**src/t16oc_regs.vh**
```
// How it works
// (RQ1) each channel compares full count against compare_value
// (RQ2) match flag sets one timer tick later
// (RQ3) enabled flag requests irq; cleared on service
// (RQ4) writing one clears flag, zero keeps it
// (RQ5) output derived from match, mode, action, extremes
// (RQ6) channel A value can serve as ceiling
// (RQ7) buffered in twelve pwm modes, else direct
// (RQ8) buffer loads active only at ceiling/floor
// (RQ9) cpu reaches buffer or active per mode
// (RQ10) only cpu writes change value; high reads direct
// (RQ11) high byte held, low write loads sixteen bits
// (RQ12) force updates output only, non-pwm modes
// (RQ13) count write blocks matches next timer tick
// (RQ14) count written at ceiling: ceiling match ignored
// (RQ15) software avoids writing floor while counting down
// (RQ16) output register keeps value across mode changes
// (RQ17) action setting acts from next match, unbuffered
// (RQ18) reset clears output register to zero
// (RQ19) nonzero action overrides port data; direction kept
// (RQ20) action setting never touches input capture
// (RQ21) action zero leaves output unchanged on match
// (RQ22) mode zero is normal, non-pwm
// (RQ23) modes 4 and 12 clear on match
// (RQ24) fast pwm: match clears/sets, floor sets/clears
// (RQ25) non-pwm actions 1,2,3: toggle, clear, set
// (RQ26) force strobe is one cycle, reads zero
// (RQ27) channels A and B are identical instances
`ifndef T16OC_REGS_VH
`define T16OC_REGS_VH

// register offsets on the 8-bit wishbone bus
`define T16OC_ADR_MODE     4'h0
`define T16OC_ADR_CTRL_A   4'h1
`define T16OC_ADR_CTRL_B   4'h2
`define T16OC_ADR_FLAGS    4'h3
`define T16OC_ADR_VAL_A_LO 4'h4
`define T16OC_ADR_VAL_A_HI 4'h5
`define T16OC_ADR_VAL_B_LO 4'h6
`define T16OC_ADR_VAL_B_HI 4'h7

// fields of a channel control register
`define T16OC_ACT_LSB      0
`define T16OC_ACT_MSB      1
`define T16OC_IRQEN_BIT    2
`define T16OC_FORCE_BIT    3

// action encodings
`define T16OC_ACT_NONE     2'h0
`define T16OC_ACT_TOGGLE   2'h1
`define T16OC_ACT_CLEAR    2'h2
`define T16OC_ACT_SET      2'h3

// waveform_select values with special meaning
`define T16OC_WS_NORMAL    4'h0
`define T16OC_WS_CTC_A     4'h4
`define T16OC_WS_CTC_CAP   4'hc
`define T16OC_WS_RESERVED  4'hd
`define T16OC_WS_FAST_8    4'h5
`define T16OC_WS_FAST_9    4'h6
`define T16OC_WS_FAST_10   4'h7
`define T16OC_WS_FAST_CAP  4'he
`define T16OC_WS_FAST_A    4'hf
`define T16OC_WS_PFC_CAP   4'h8
`define T16OC_WS_PFC_A     4'h9
`define T16OC_WS_PC_A      4'hb

// reset values
`define T16OC_RST_MODE     4'h0
`define T16OC_RST_VALUE    16'h0000

`endif

```
**src/t16oc.v**
```verilog
// Our own choices: the register addresses and the Wishbone slave port.
`include "t16oc_regs.vh"

module t16oc (
    input  wire        clk_i,
    input  wire        rst_i,
    input  wire        wb_cyc_i,
    input  wire        wb_stb_i,
    input  wire        wb_we_i,
    input  wire [3:0]  wb_adr_i,
    input  wire [0:0]  wb_sel_i,
    input  wire [7:0]  wb_dat_i,
    output reg  [7:0]  wb_dat_o,
    output reg         wb_ack_o,
    input  wire [15:0] timer_count_i,
    input  wire        timer_tick_i,
    input  wire        timer_count_write_i,
    input  wire        count_ceiling_i,
    input  wire        count_floor_i,
    input  wire        count_down_i,
    input  wire [1:0]  irq_ack_i,
    input  wire [1:0]  port_data_i,
    input  wire [1:0]  pin_direction_bit_i,
    output reg  [1:0]  compare_irq_o,
    output reg  [1:0]  waveform_pin_o,
    output reg  [1:0]  waveform_oe_o,
    output reg  [15:0] ceiling_value_o,
    output reg  [3:0]  waveform_select_o
);

    ////////////////////////////////////////////////////////////////////////////
    // mode decoding

    // true in the twelve pwm modes; normal, both ctc and reserved are not
    function is_pwm;
        input [3:0] ws;
        begin
            is_pwm = !(ws == `T16OC_WS_NORMAL || ws == `T16OC_WS_CTC_A ||
                       ws == `T16OC_WS_CTC_CAP || ws == `T16OC_WS_RESERVED); // RQ7 RQ22 RQ23
        end
    endfunction

    // single-slope modes
    function is_fast;
        input [3:0] ws;
        begin
            is_fast = (ws == `T16OC_WS_FAST_8) || (ws == `T16OC_WS_FAST_9) ||
                      (ws == `T16OC_WS_FAST_10) || (ws == `T16OC_WS_FAST_CAP) ||
                      (ws == `T16OC_WS_FAST_A);
        end
    endfunction

    // modes whose buffer moves to active at the floor instead of the ceiling
    function load_at_floor;
        input [3:0] ws;
        begin
            load_at_floor = (ws == `T16OC_WS_PFC_CAP) || (ws == `T16OC_WS_PFC_A);
        end
    endfunction

    ////////////////////////////////////////////////////////////////////////////
    // wishbone slave: one wait state, ack for one cycle, unmapped reads zero

    reg  [3:0]  waveform_select;
    reg  [7:0]  high_byte_holding;
    reg         match_block;
    wire        bus_req  = wb_cyc_i & wb_stb_i;
    wire        bus_wr   = bus_req & wb_we_i & wb_ack_o & wb_sel_i[0];
    wire        pwm_mode = is_pwm(waveform_select);
    wire        fast     = is_fast(waveform_select);
    wire        floor_ld = load_at_floor(waveform_select);

    wire [15:0] active_val [0:1];
    wire [15:0] buffer_val [0:1];
    wire [7:0]  ctrl_rd    [0:1];
    wire [1:0]  flag_rd;
    wire [1:0]  pin_next;

    // read data is latched with ack, so it is stable while ack is high
    always @(posedge clk_i) begin
        if (rst_i) begin
            wb_ack_o <= 1'b0;
            wb_dat_o <= 8'h00;
        end else begin
            wb_ack_o <= bus_req & ~wb_ack_o;
            case (wb_adr_i)
                `T16OC_ADR_MODE:     wb_dat_o <= {4'h0, waveform_select};
                `T16OC_ADR_CTRL_A:   wb_dat_o <= ctrl_rd[0];
                `T16OC_ADR_CTRL_B:   wb_dat_o <= ctrl_rd[1];
                `T16OC_ADR_FLAGS:    wb_dat_o <= {6'h00, flag_rd};
                // value reads never pass through the holding byte
                `T16OC_ADR_VAL_A_LO: wb_dat_o <= pwm_mode ? buffer_val[0][7:0]  : active_val[0][7:0];
                `T16OC_ADR_VAL_A_HI: wb_dat_o <= pwm_mode ? buffer_val[0][15:8] : active_val[0][15:8]; // RQ10 RQ9
                `T16OC_ADR_VAL_B_LO: wb_dat_o <= pwm_mode ? buffer_val[1][7:0]  : active_val[1][7:0];
                `T16OC_ADR_VAL_B_HI: wb_dat_o <= pwm_mode ? buffer_val[1][15:8] : active_val[1][15:8]; // RQ10 RQ9
                default:             wb_dat_o <= 8'h00;
            endcase
        end
    end

    // mode register and shared high-byte holding register
    always @(posedge clk_i) begin
        if (rst_i) begin
            waveform_select   <= `T16OC_RST_MODE;
            high_byte_holding <= 8'h00;
        end else if (bus_wr) begin
            if (wb_adr_i == `T16OC_ADR_MODE)
                waveform_select <= wb_dat_i[3:0]; // RQ16
            if (wb_adr_i == `T16OC_ADR_VAL_A_HI || wb_adr_i == `T16OC_ADR_VAL_B_HI)
                high_byte_holding <= wb_dat_i; // RQ11
        end
    end

    ////////////////////////////////////////////////////////////////////////////
    // match blocking: a count write hides matches until the next tick has passed

    // held across a stopped timer, since no tick clears it
    always @(posedge clk_i) begin
        if (rst_i)
            match_block <= 1'b0;
        else if (timer_tick_i)
            match_block <= 1'b0; // RQ13
        else if (timer_count_write_i)
            match_block <= 1'b1; // RQ13 RQ14
    end

    // the write cycle itself is blocked too, so a tick beside the write cannot match
    wire        blocked  = match_block | timer_count_write_i; // RQ13

    ////////////////////////////////////////////////////////////////////////////
    // compare channels, two identical copies

    genvar c;
    generate
        for (c = 0; c < 2; c = c + 1) begin : g_chan // RQ27
            reg  [15:0] active;
            reg  [15:0] buffer;
            reg  [1:0]  action;
            reg         irq_en;
            reg         flag;
            reg         match_seen;
            reg         wave;
            reg         next_wave;
            wire [3:0]  lo_adr  = (c == 0) ? `T16OC_ADR_VAL_A_LO : `T16OC_ADR_VAL_B_LO;
            wire [3:0]  ctl_adr = (c == 0) ? `T16OC_ADR_CTRL_A : `T16OC_ADR_CTRL_B;
            wire        lo_wr   = bus_wr & (wb_adr_i == lo_adr);
            wire        ctl_wr  = bus_wr & (wb_adr_i == ctl_adr);
            // a force written together with a new action applies that new action
            wire [1:0]  eff_act = ctl_wr ? wb_dat_i[`T16OC_ACT_MSB:`T16OC_ACT_LSB] : action;
            wire        force_s = ctl_wr & wb_dat_i[`T16OC_FORCE_BIT] & ~pwm_mode;
            wire        match   = (timer_count_i == active); // RQ1
            wire        hit     = timer_tick_i & match & ~blocked; // RQ13
            wire        flag_clr = (bus_wr & (wb_adr_i == `T16OC_ADR_FLAGS) & wb_dat_i[c])
                                   | irq_ack_i[c];

            assign active_val[c] = active;
            assign buffer_val[c] = buffer;
            // strobe bit is not stored, so it reads back zero
            assign ctrl_rd[c]    = {5'h00, irq_en, action}; // RQ26
            assign flag_rd[c]    = flag;
            // the port data shows unless an action is selected
            assign pin_next[c]   = (action != `T16OC_ACT_NONE) ? wave : port_data_i[c]; // RQ19

            // control bits take effect at once, unbuffered
            always @(posedge clk_i) begin
                if (rst_i) begin
                    action <= `T16OC_ACT_NONE;
                    irq_en <= 1'b0;
                end else if (ctl_wr) begin
                    action <= wb_dat_i[`T16OC_ACT_MSB:`T16OC_ACT_LSB]; // RQ17
                    irq_en <= wb_dat_i[`T16OC_IRQEN_BIT];
                end
            end

            // value registers: cpu writes land in the buffer in pwm modes,
            // directly in the active copy otherwise; hardware only moves
            // the buffer over at the chosen extreme
            always @(posedge clk_i) begin
                if (rst_i) begin
                    active <= `T16OC_RST_VALUE;
                    buffer <= `T16OC_RST_VALUE;
                end else begin
                    if (lo_wr) begin
                        buffer <= {high_byte_holding, wb_dat_i}; // RQ11 RQ10
                        if (!pwm_mode)
                            active <= {high_byte_holding, wb_dat_i}; // RQ9 RQ7
                    end
                    if (pwm_mode && timer_tick_i &&
                        (floor_ld ? count_floor_i : count_ceiling_i))
                        active <= buffer; // RQ8
                end
            end

            // flag sets on the tick after the match; set beats any clear
            always @(posedge clk_i) begin
                if (rst_i) begin
                    match_seen <= 1'b0;
                    flag       <= 1'b0;
                end else begin
                    if (timer_tick_i)
                        match_seen <= hit;
                    flag <= (flag & ~flag_clr) | (timer_tick_i & match_seen); // RQ2 RQ3 RQ4
                end
            end

            // waveform generator; a force behaves as a match without the flag
            always @* begin
                next_wave = wave; // RQ16 RQ21
                if (!pwm_mode) begin
                    if (hit || force_s) begin // RQ12
                        case (eff_act)
                            `T16OC_ACT_TOGGLE: next_wave = ~wave; // RQ25
                            `T16OC_ACT_CLEAR:  next_wave = 1'b0;  // RQ25
                            `T16OC_ACT_SET:    next_wave = 1'b1;  // RQ25
                            default:           next_wave = wave;
                        endcase
                    end
                end else if (fast) begin
                    if (hit) begin
                        case (action)
                            `T16OC_ACT_TOGGLE: next_wave = ~wave;
                            `T16OC_ACT_CLEAR:  next_wave = 1'b0; // RQ24
                            `T16OC_ACT_SET:    next_wave = 1'b1; // RQ24
                            default:           next_wave = wave;
                        endcase
                    end else if (timer_tick_i && count_floor_i) begin
                        case (action)
                            `T16OC_ACT_CLEAR:  next_wave = 1'b1; // RQ24 RQ5
                            `T16OC_ACT_SET:    next_wave = 1'b0; // RQ24 RQ5
                            default:           next_wave = wave;
                        endcase
                    end
                end else if (hit) begin
                    // dual slope: direction decides set or clear
                    case (action)
                        `T16OC_ACT_TOGGLE: next_wave = ~wave;
                        `T16OC_ACT_CLEAR:  next_wave = count_down_i;  // RQ5
                        `T16OC_ACT_SET:    next_wave = ~count_down_i; // RQ5
                        default:           next_wave = wave;
                    endcase
                end
            end

            // output register survives mode changes, cleared by reset and otherwise loaded from next_wave every cycle
            always @(posedge clk_i) begin
                if (rst_i)
                    wave <= 1'b0; // RQ18
                else
                    wave <= next_wave;
            end
        end
    endgenerate

    ////////////////////////////////////////////////////////////////////////////
    // registered outputs toward pins, interrupt controller and counter

    // action bits feed only the pin path; nothing reaches input capture
    always @(posedge clk_i) begin
        if (rst_i) begin
            compare_irq_o     <= 2'h0;
            waveform_pin_o    <= 2'h0;
            waveform_oe_o     <= 2'h0;
            ceiling_value_o   <= `T16OC_RST_VALUE;
            waveform_select_o <= `T16OC_RST_MODE;
        end else begin
            compare_irq_o     <= flag_rd & {g_chan[1].irq_en, g_chan[0].irq_en}; // RQ3
            waveform_pin_o    <= pin_next; // RQ19 RQ20
            waveform_oe_o     <= pin_direction_bit_i; // RQ19
            ceiling_value_o   <= active_val[0]; // RQ6 RQ23
            waveform_select_o <= waveform_select; // RQ22
        end
    end

endmodule // t16oc

```
**config.mk**
```make
export PLATFORM = sky130hd
export DESIGN_NAME = t16oc
export DESIGN_NICKNAME = d
export VERILOG_FILES = /design/src/t16oc.v
export VERILOG_INCLUDE_DIRS = /design/src
export SDC_FILE = /design/constraint.sdc
export NUM_CORES = 1
export LEC_CHECK = 0
export BUFFER_PORTS_ARGS = -buffer_cell sky130_fd_sc_hd__buf_4
export CAP_MARGIN = 20
export CORE_ASPECT_RATIO = 0.7
export CORE_UTILIZATION = 57
export DETAILED_ROUTE_END_ITERATION = 12
export PLACE_DENSITY_LB_ADDON = 0.25
export SLEW_MARGIN = 20
export SYNTH_ARGS = -nofsm -noshare
export SYNTH_HDL_FRONTEND = slang
export SYNTH_SLANG_ARGS = --single-unit
```
**constraint.sdc**
```tcl
create_clock -name clk_i -period 3.15 [get_ports clk_i]
set_input_delay 0.63 -clock clk_i [delete_from_list [all_inputs] [get_ports clk_i]]
set_output_delay 0.63 -clock clk_i [all_outputs]
set_load 0.01 [all_outputs]
```
==> metrics.cfg, run 1 <==
[worst_hold_path]
hp-class = in2reg
hold_end = waveform_oe_o[0]
worstHoldStart = pin_direction_bit_i[0]
min_path_cells = 2

[timing]
setup_viol = 0
grt_setup_unrepaired = false
worst_slew_pin_slew_ns = 0.738
tns_ns = 0
hold_viol = 0
holdWs_ns = 0.433
fin_ws_ns = 0.535
fmax_ghz = 0.382
finalCritPeriodShare = 0.830
slew_violations = 0
period_needed_ns = 2.62
fin_worst_skew_ns = 0.00778
slew_headroom = 0.495

[layout]
final_cell_mix = dfxtp_1 (124), nor2_1 (106), buf_4 (97)
final_common_cell = dfxtp_1
final_cell_count_no_fill = 882
diodes = 0
layout-drive-gt1-share = 0.187
syn_to_final_growth_pct = 22.8
final_net_count = 792

[die]
core_mm2 = 0.00980
pin_count = 80
fp-row-count = 30
die_x_um = 123
die_h_um = 86.5
die_area_mm2 = 0.0106
start_util = 0.593

[power_and_ir_drop]
p_total_mw = 3.62
p_per_area_mw_per_mm2 = 506
ir_drop_v = 0.000495
leakage_nw = 2.85

[clock_tree]
cts_sinks = 124
numCtsBuffers = 17
post_cts_buffers = 0
cts_hold_buffers = 0
clkLatencyLatePin_ns = 0.41
cts_tree = yes
cts_root_buffer = clkbuf_16
cts.repair.resized = 0
clk_path_buf_depth = 2
htreeDepth = 4
clkTransAtPathRegs_ns = 0.05

[routing]
dr_total_vias = 5604
firstDrtPassIters = 5
ant_nets = 0
drt_iter0_drc = 896
routed_wl_mm = 17.9
remaining_drc_errors = 0
post_drt_via_cell_ratio = 6.35
post_drt_wl_per_cell_um = 20.3

[worst_setup_path]
path_class = in2reg
cp-end-kind = register
rr_worst_depth = 12
worst_setup_path_start_kind = input port
reg2reg_from = wb_ack_o
crit_arrival_ns = 2.93
required_ns = 3.47
cp_max_fo = 11
rrSetupSlack_ns = 0.62
r2r_end = g_chan[0].wave

[logic_synthesis]
ys_warn_count = 0
syn-num-nets = 720
syn-cell-area_mm2 = 0.00581
syn_avg_cell_area_um2 = 8.68
synth_seq_cells = 124
synth-edff-count = 0
synth_cell_types = 51
ys_async_sr_fraction = 0
synth_ff_type = dfxtp_1
synthCells = 670
yosysSeqAreaShare = 0.427

[place]
place_hpwl_mm = 12.2
io_buffers = 79
place_ws_ns = 0.200
place_congestion = 0.938
dp.cells = 850

[global_route]
grt.overflow.total = 0
gr-usage-all-layers = 0.345
first_global_vias = 4939
antenna_found_initial = 0
grt_pass1_wl_mm = 27.0
grt_max_degree = 90

[flow_run]
max-cap-violations = 0

[outcome]
outcome = completed

## through the flow
step,cell area (um2),utilization
4_1_cts,7110,0.726
5_1_grt,7140,0.729
3_5_place_dp,6550,0.669
3_3_place_gp,6550,0.669
6_report,7140,0.729
2_1_floorplan,5810,-
## final cells by class
cell class	instances	area [um2]
Multi-Input combinational cell	491	3110
Fill cell	733	2660
Sequential cell	124	2480
Timing Repair Buffer	100	796
Clock buffer	23	468
Tap cell	128	160
Clock inverter	8	92.6
Inverter	8	30.0
## how the worst max path moves through the flow
stage	start	slack, ns	cells after the start	end
after floorplan	wb_adr_i[0]	0.36	11	g_chan[1].wave
after global placement	wb_adr_i[0]	0.28	11	g_chan[1].wave
after detailed placement	wb_adr_i[0]	0.20	11	g_chan[1].wave
after CTS	waveform_select[2]	0.48	6	g_chan[1].active[5]
after global routing	wb_adr_i[0]	0.26	11	g_chan[1].wave
final	wb_adr_i[0]	0.53	11	g_chan[1].wave
## power breakdown
part	total, mW	internal [mW]	switching, mW
clock network	1.88	1.19	0.683
registers	1.58	1.57	0.00195
logic	0.163	0.0683	0.0952
## kinds of logic after synthesis
kind of cell,count (synthesis),share of synthesized area
fa+ha+maj,5,0.0108
compound gates,101,0.134
buf+inv,55,0.0409
mux,63,0.113
flops,124,0.427
xor+xnor,32,0.0482
simple gates,290,0.226
## synthesized netlist by cell type (all sizes together) (2+ instances only)
master	n	share of area
a2111oi	2	0.0030
a211oi	4	0.0052
a21oi	18	0.015
a221oi	6	0.0090
a22oi	16	0.021
a311oi	33	0.051
a41o	2	0.0034
a41oi	2	0.0030
and2	4	0.0043
and3	6	0.0067
buf	25	0.022
clkbuf	22	0.014
dfxtp	124	0.43
ha	5	0.011
inv	8	0.0052
mux2	3	0.0058
mux2i	58	0.10
mux4	2	0.0077
nand2	75	0.048
nand2b	6	0.0069
nand3	38	0.033
nand4	6	0.0065
nor2	108	0.070
nor2b	29	0.031
nor3	7	0.0060
nor3b	2	0.0026
nor4	2	0.0022
o211ai	2	0.0034
o21ai	4	0.0034
o221ai	2	0.0030
o22ai	3	0.0032
or3	3	0.0032
xnor2	19	0.029
xor2	13	0.020
## state kept, by name, summed over array words and instances, names as in the netlist
register,cells
waveform_oe_o,2
ceiling_value_o,16
g_chan.match_seen,2
g_chan.active,32
g_chan.buffer,32
high_byte_holding,8
waveform_select_o,4
g_chan.wave,2
waveform_select,4
match_block,1
compare_irq_o,2
g_chan.action,4
wb_dat_o,8
g_chan.flag,2
g_chan.irq_en,2
wb_ack_o,1
waveform_pin_o,2
## critical path: stages
cell and delay [ns]:
buf_4 0.15, and2b_1 0.31, nand4_1 0.21, mux2_2 0.34, ha_1 0.31, nor2_1 0.17
nor2b_1 0.07, a41o_1 0.25, a31oi_1 0.18, a21oi_1 0.06, a221oi_1 0.25
## layer usage
metal	GRT usage	routed length (um)	up-vias
met5	0	0	-
met4	0.123	457	0
met3	0.113	2550	57
met2	0.470	7100	394
met1	0.501	7760	2649
li1	-	-	2504
Note: power is estimated with default switching activity, not from simulation.
==> run 2, diff against run 1 <==
- CORE_UTILIZATION: 57 -> 52
- clock period: 3.15 -> 2.2 ns (I/O delays scaled with it)
==> run 2 against run 1 <==
Compared with the run above:
- the flow now finishes with violations (setup timing)
- setup slack worse by 0.59 ns
- non-clock buffer count is 47 higher
- flip-flop and latch count unchanged
- clock power is 47% higher
- clock skew is essentially flat
- global-route usage down 0.73 points
- critical path depth down 1
- routed wire length increased by 8.0%
- sequential share of layout area down 2.3 points
- final cell count is 7.4% higher
- critical endpoint unchanged
==> metrics.cfg, run 2 (synthesis gave the netlist of run 1 again) <==
[worst_setup_path]
cp_max_fo = 4
critical_path.top_delay_family = simple AND/OR/NAND/NOR gates
crit_arrival_ns = 2.58
cp-end-kind = register
crit_chain = and3_4 -> nand4_1 -> mux2_4 -> ha_4 -> nor2_4 -> nor2b_1 -> a41o_1 -> a31oi_2 -> buf_4 -> a221oi_2
path_class = reg2reg
required_ns = 2.53
cpPeakStageDelay_ns = 0.40
rrSetupSlack_ns = -0.06
crit_slowest_cell = mux2_4
worst_setup_path_start_kind = register
cp.buffers_inverters = 1

[timing]
fmax_ghz = 0.443
fin_worst_skew_ns = 0.00810
worst_slew_pin_slew_ns = 0.951
hold_viol = 0
setup_viol = 1
slew_headroom = 0.364
grt_setup_unrepaired = true
fin_ws_ns = -0.0556
period_needed_ns = 2.26
finalCritPeriodShare = 1.03
slew_violations = 0

[layout]
layout-drive-gt1-share = 0.252
diodes = 0
final_net_count = 839
final_cell_mix = buf_4 (141), dfxtp_1 (123), nor2_1 (103)
syn_to_final_growth_pct = 31.6
final_cell_count_no_fill = 947
top_regs = g_chan.active: 32 flops, g_chan.buffer: 32 flops, ceiling_value_o: 16 flops
utilization = 0.723
final_common_cell = buf_4

[die]
start_util = 0.549
core_mm2 = 0.0106
die_x_um = 128
fp-row-count = 31
die_area_mm2 = 0.0116
pin_count = 80
die_h_um = 90.5

[clock_tree]
clk_path_buf_depth = 2
numCtsBuffers = 17
cts_sinks = 124
cts_root_buffer = clkbuf_16
clkTransAtPathRegs_ns = 0.05
cts_tree = yes
clkLatencyLatePin_ns = 0.41
htreeDepth = 4

[routing]
ant_nets = 0
firstDrtPassIters = 8
dr_total_vias = 5802
post_drt_via_cell_ratio = 6.13
remaining_drc_errors = 0
drt_iter0_drc = 716
post_drt_wl_per_cell_um = 20.4
routed_wl_mm = 19.3

[place]
place_hpwl_mm = 13.6
place_ws_ns = -0.399
place_congestion = 1.03
io_buffers = 79
dp.cells = 910

[global_route]
gr-usage-all-layers = 0.337
antenna_found_initial = 0
grt_max_degree = 101
first_global_vias = 5418
grt_pass1_wl_mm = 29.4
grt.overflow.total = 0

[power_and_ir_drop]
leakage_nw = 3.09
p_per_area_mw_per_mm2 = 690
ir_drop_v = 0.000523

[worst_hold_path]
hp-class = in2reg

[flow_run]
max-cap-violations = 0

[outcome]
violations = setup timing
outcome = finished with violations

## run 2: changes by cell type in the layout (fill, tap and decap cells not counted), sizes merged
cell and change:
buf +47, clkinv -2, clkbuf -2, clkinvlp +1, bufinv +1
## run 2: routing by layer
| metal | wire, um | share of wire | track usage |
|---|---|---|---|
| met1 | 8340 | 0.43 | 0.481 |
| met2 | 7680 | 0.40 | 0.455 |
| met3 | 2900 | 0.15 | 0.124 |
| met4 | 339 | 0.018 | 0.124 |
| met5 | 49 | 0.0025 | 0.0362 |
## run 2: path summary, 6_finish.rpt
check	start	cells after the start	to
worst min-delay path	pin_direction_bit_i[1]	2	waveform_oe_o[1]
worst max-delay path	wb_ack_o	10	g_chan[1].wave
worst max register to register	wb_ack_o	10	g_chan[1].wave
worst min register to register	g_chan[1].irq_en	2	compare_irq_o[1]
## run 2: stage by stage
stage	instance area [um2]	TNS, ns	hold slack (ns)	total power [mW]
after floorplan	5890	-0.444	0.422	2.41
after global placement	6990	-0.571	0.450	2.55
after detailed placement	6990	-0.775	0.448	2.55
after CTS	7600	-0.0660	0.245	5.29
after global routing	7650	-0.209	0.264	5.41
final	7650	-0.0556	0.249	5.28
## run 2: layout make-up
class                           count  area (um2)
Multi-Input combinational cell    491        3210
Fill cell                         801        2940
Sequential cell                   124        2480
Timing Repair Buffer              147        1180
Clock buffer                       21         450
Tap cell                          148         185
Clock inverter                      8         120
Inverter                            8        30.0
## run 2: worst register-to-register path, cell delays in order (launching register included)
cell	delay [ns]
dfxtp_2	0.33
and3_4	0.20
nand4_1	0.23
mux2_4	0.40
ha_4	0.28
nor2_4	0.03
nor2b_1	0.09
a41o_1	0.18
a31oi_2	0.05
buf_4	0.15
a221oi_2	0.24
## run 2: power by group
| group | switching (mW) | internal, mW | leakage (nW) |
|---|---|---|---|
| clock network | 0.985 | 1.78 | 0.275 |
| logic | 0.142 | 0.113 | 1.82 |
| registers | 0.00251 | 2.25 | 1.00 |
| total | 1.13 | 4.15 | 3.09 |
## run 2: timing repair
item                                   in CTS  in global routing
gates resized for setup                     3                  4
endpoints found under the hold margin       0                  0
setup endpoints to repair                   2                  4
buffers inserted                            3                  5
hold buffers                                0                  0
pin swaps                                   7                 11
==> run 3, diff against run 2 <==
==> constraint.sdc (replaced) <==
create_clock -name clk_i -period 2.2 [get_ports clk_i]
set_input_delay 0.22 -clock clk_i [delete_from_list [all_inputs] [get_ports clk_i]]
set_output_delay 0.22 -clock clk_i [all_outputs]
set_load 0.01 [all_outputs]
==> run 3 against run 2 <==
Compared with the run above:
- the flow still finishes with violations (setup timing)
- sequential share of layout area up 0.33 points
- setup slack improved by 0.024 ns
- critical path depth did not move
- utilization decreased by 0.73 points
- maximum frequency rose by 1.1%
- sequential power about the same
- flip-flop and latch count did not move
- global-route usage down 1.2 points
==> metrics.cfg, run 3 (synthesis gave the netlist of run 1 again) <==
[worst_setup_path]
cp-end-kind = register
cp_max_fo = 3
crit_arrival_ns = 2.56
required_ns = 2.52
worst_setup_path_start_kind = register
path_class = reg2reg

[flow_run]
max-cap-violations = 0

[global_route]
grtUsageMet1 = 0.473
gr-usage-all-layers = 0.325
grt_max_degree = 85
antenna_found_initial = 0
first_global_vias = 5100
use_met2 = 0.410
grt.overflow.total = 0
grtUsageMet3 = 0.161
grt_pass1_wl_mm = 28.2
grt_busiest_layer = met1

[layout]
diodes = 0
final_net_count = 824
multi_input_area_mm2 = 0.00320
nFillCells = 773
final_common_cell = buf_4
utilization = 0.715
final_cell_mix = buf_4 (125), dfxtp_1 (123), nor2_1 (102)
final_cell_count_no_fill = 935
syn_to_final_growth_pct = 30.3
top_regs = g_chan.active: 32 flops, g_chan.buffer: 32 flops, ceiling_value_o: 16 flops
postLayoutCellArea_mm2 = 0.00758
seq_area_mm2 = 0.00248
layout-drive-gt1-share = 0.239

[timing]
finalCritPeriodShare = 1.01
fin_ws_ns = -0.0315
fmax_ghz = 0.448
period_needed_ns = 2.23
holdWs_ns = 0.0186
hold_viol = 0
fin_worst_skew_ns = 0.0109
worst_slew_pin_slew_ns = 0.923
setup_viol = 1
slew_headroom = 0.383
slew_violations = 0
grt_setup_unrepaired = true

[die]
die_h_um = 90.5
start_util = 0.549
fp-row-count = 31
core_mm2 = 0.0106
die_area_mm2 = 0.0116
pin_count = 80
die_x_um = 128

[clock_tree]
clkLatencyLatePin_ns = 0.42
numCtsBuffers = 17
clkTransAtPathRegs_ns = 0.06
htreeDepth = 4
clk_path_buf_depth = 2
cts_tree = yes
cts_root_buffer = clkbuf_16
cts_sinks = 124

[place]
place_congestion = 0.934
io_buffers = 79
dp.cells = 902
place_hpwl_mm = 13.2
place_area_mm2 = 0.00695

[power_and_ir_drop]
p_per_area_mw_per_mm2 = 707
ir_drop_v = 0.000549
leakage_nw = 3.04
internal_power_mw = 4.19
p_seq_frac = 0.421
p_clk_frac = 0.533
p_comb_frac = 0.046
p_sw_frac = 0.217
switchingPower_mw = 1.16

[routing]
post_drt_via_cell_ratio = 5.93
remaining_drc_errors = 0
post_drt_wl_per_cell_um = 19.7
dr_total_vias = 5549
routed_wl_mm = 18.4
drt_iter0_drc = 735
ant_nets = 0
firstDrtPassIters = 5

[outcome]
outcome = finished with violations
violations = setup timing

[worst_hold_path]
hp-class = in2reg

-- run 3: per-stage QoR --
step	TNS, ns	total power [mW]	worst slack (ns)
2_1_floorplan	-0.0827	2.41	-0.0703
3_3_place_gp	-0.104	2.54	-0.0641
3_5_place_dp	-0.221	2.54	-0.117
4_1_cts	-0.0400	5.36	-0.0393
5_1_grt	-0.218	5.48	-0.129
6_report	-0.0315	5.35	-0.0315
-- run 3: timing repair --
item                                    CTS  global route
buffers inserted                          1             0
hold buffers                              0             0
endpoints found under the setup margin    2             2
gates resized for setup                   3             1
pin swaps                                 5             5
-- run 3: layer usage --
metal	up-vias	wire (um)
met4	0	304
met2	391	7080
met3	34	2980
met5	-	0
li1	2572	-
met1	2552	8080
-- run 3: worst max-delay path, stage by stage (launching register included) --
cell and delay [ns]:
dfxtp_2 0.32, and3_4 0.20, nand4_1 0.19, mux2_4 0.38, ha_4 0.28, nor2_4 0.03
nor2b_1 0.10, a41o_1 0.19, a31oi_2 0.05, buf_4 0.14, a221oi_1 0.26
-- run 3: area by class of cell --
cell class	count	share of cell area
multi-input combinational	491	0.422
timing repair buffer	132	0.142
clock buffer	21	0.0608
tap	148	0.0244
sequential	124	0.328
inverter	8	0.00396
clock inverter	11	0.0188
-- run 3: path summary, 6_finish.rpt --
check                                             from          endpoint  slack [ns]  depth (start not counted)
worst min register to register        g_chan[0].irq_en  compare_irq_o[0]        0.46                          2
worst max-delay path                          wb_ack_o    g_chan[1].wave       -0.03                         10
worst min-delay path            pin_direction_bit_i[1]  waveform_oe_o[1]        0.02                          2
worst max register to register                wb_ack_o    g_chan[1].wave       -0.03                         10
-- run 3: power groups by stage --
stage / combinational, mW / clock, mW / sequential (mW)
2_1_floorplan: 0.107 / 0 / 2.31
3_3_place_gp: 0.237 / 0 / 2.30
3_5_place_dp: 0.239 / 0 / 2.30
4_1_cts: 0.241 / 2.86 / 2.26
5_1_grt: 0.258 / 2.96 / 2.25
6_report: 0.245 / 2.85 / 2.26
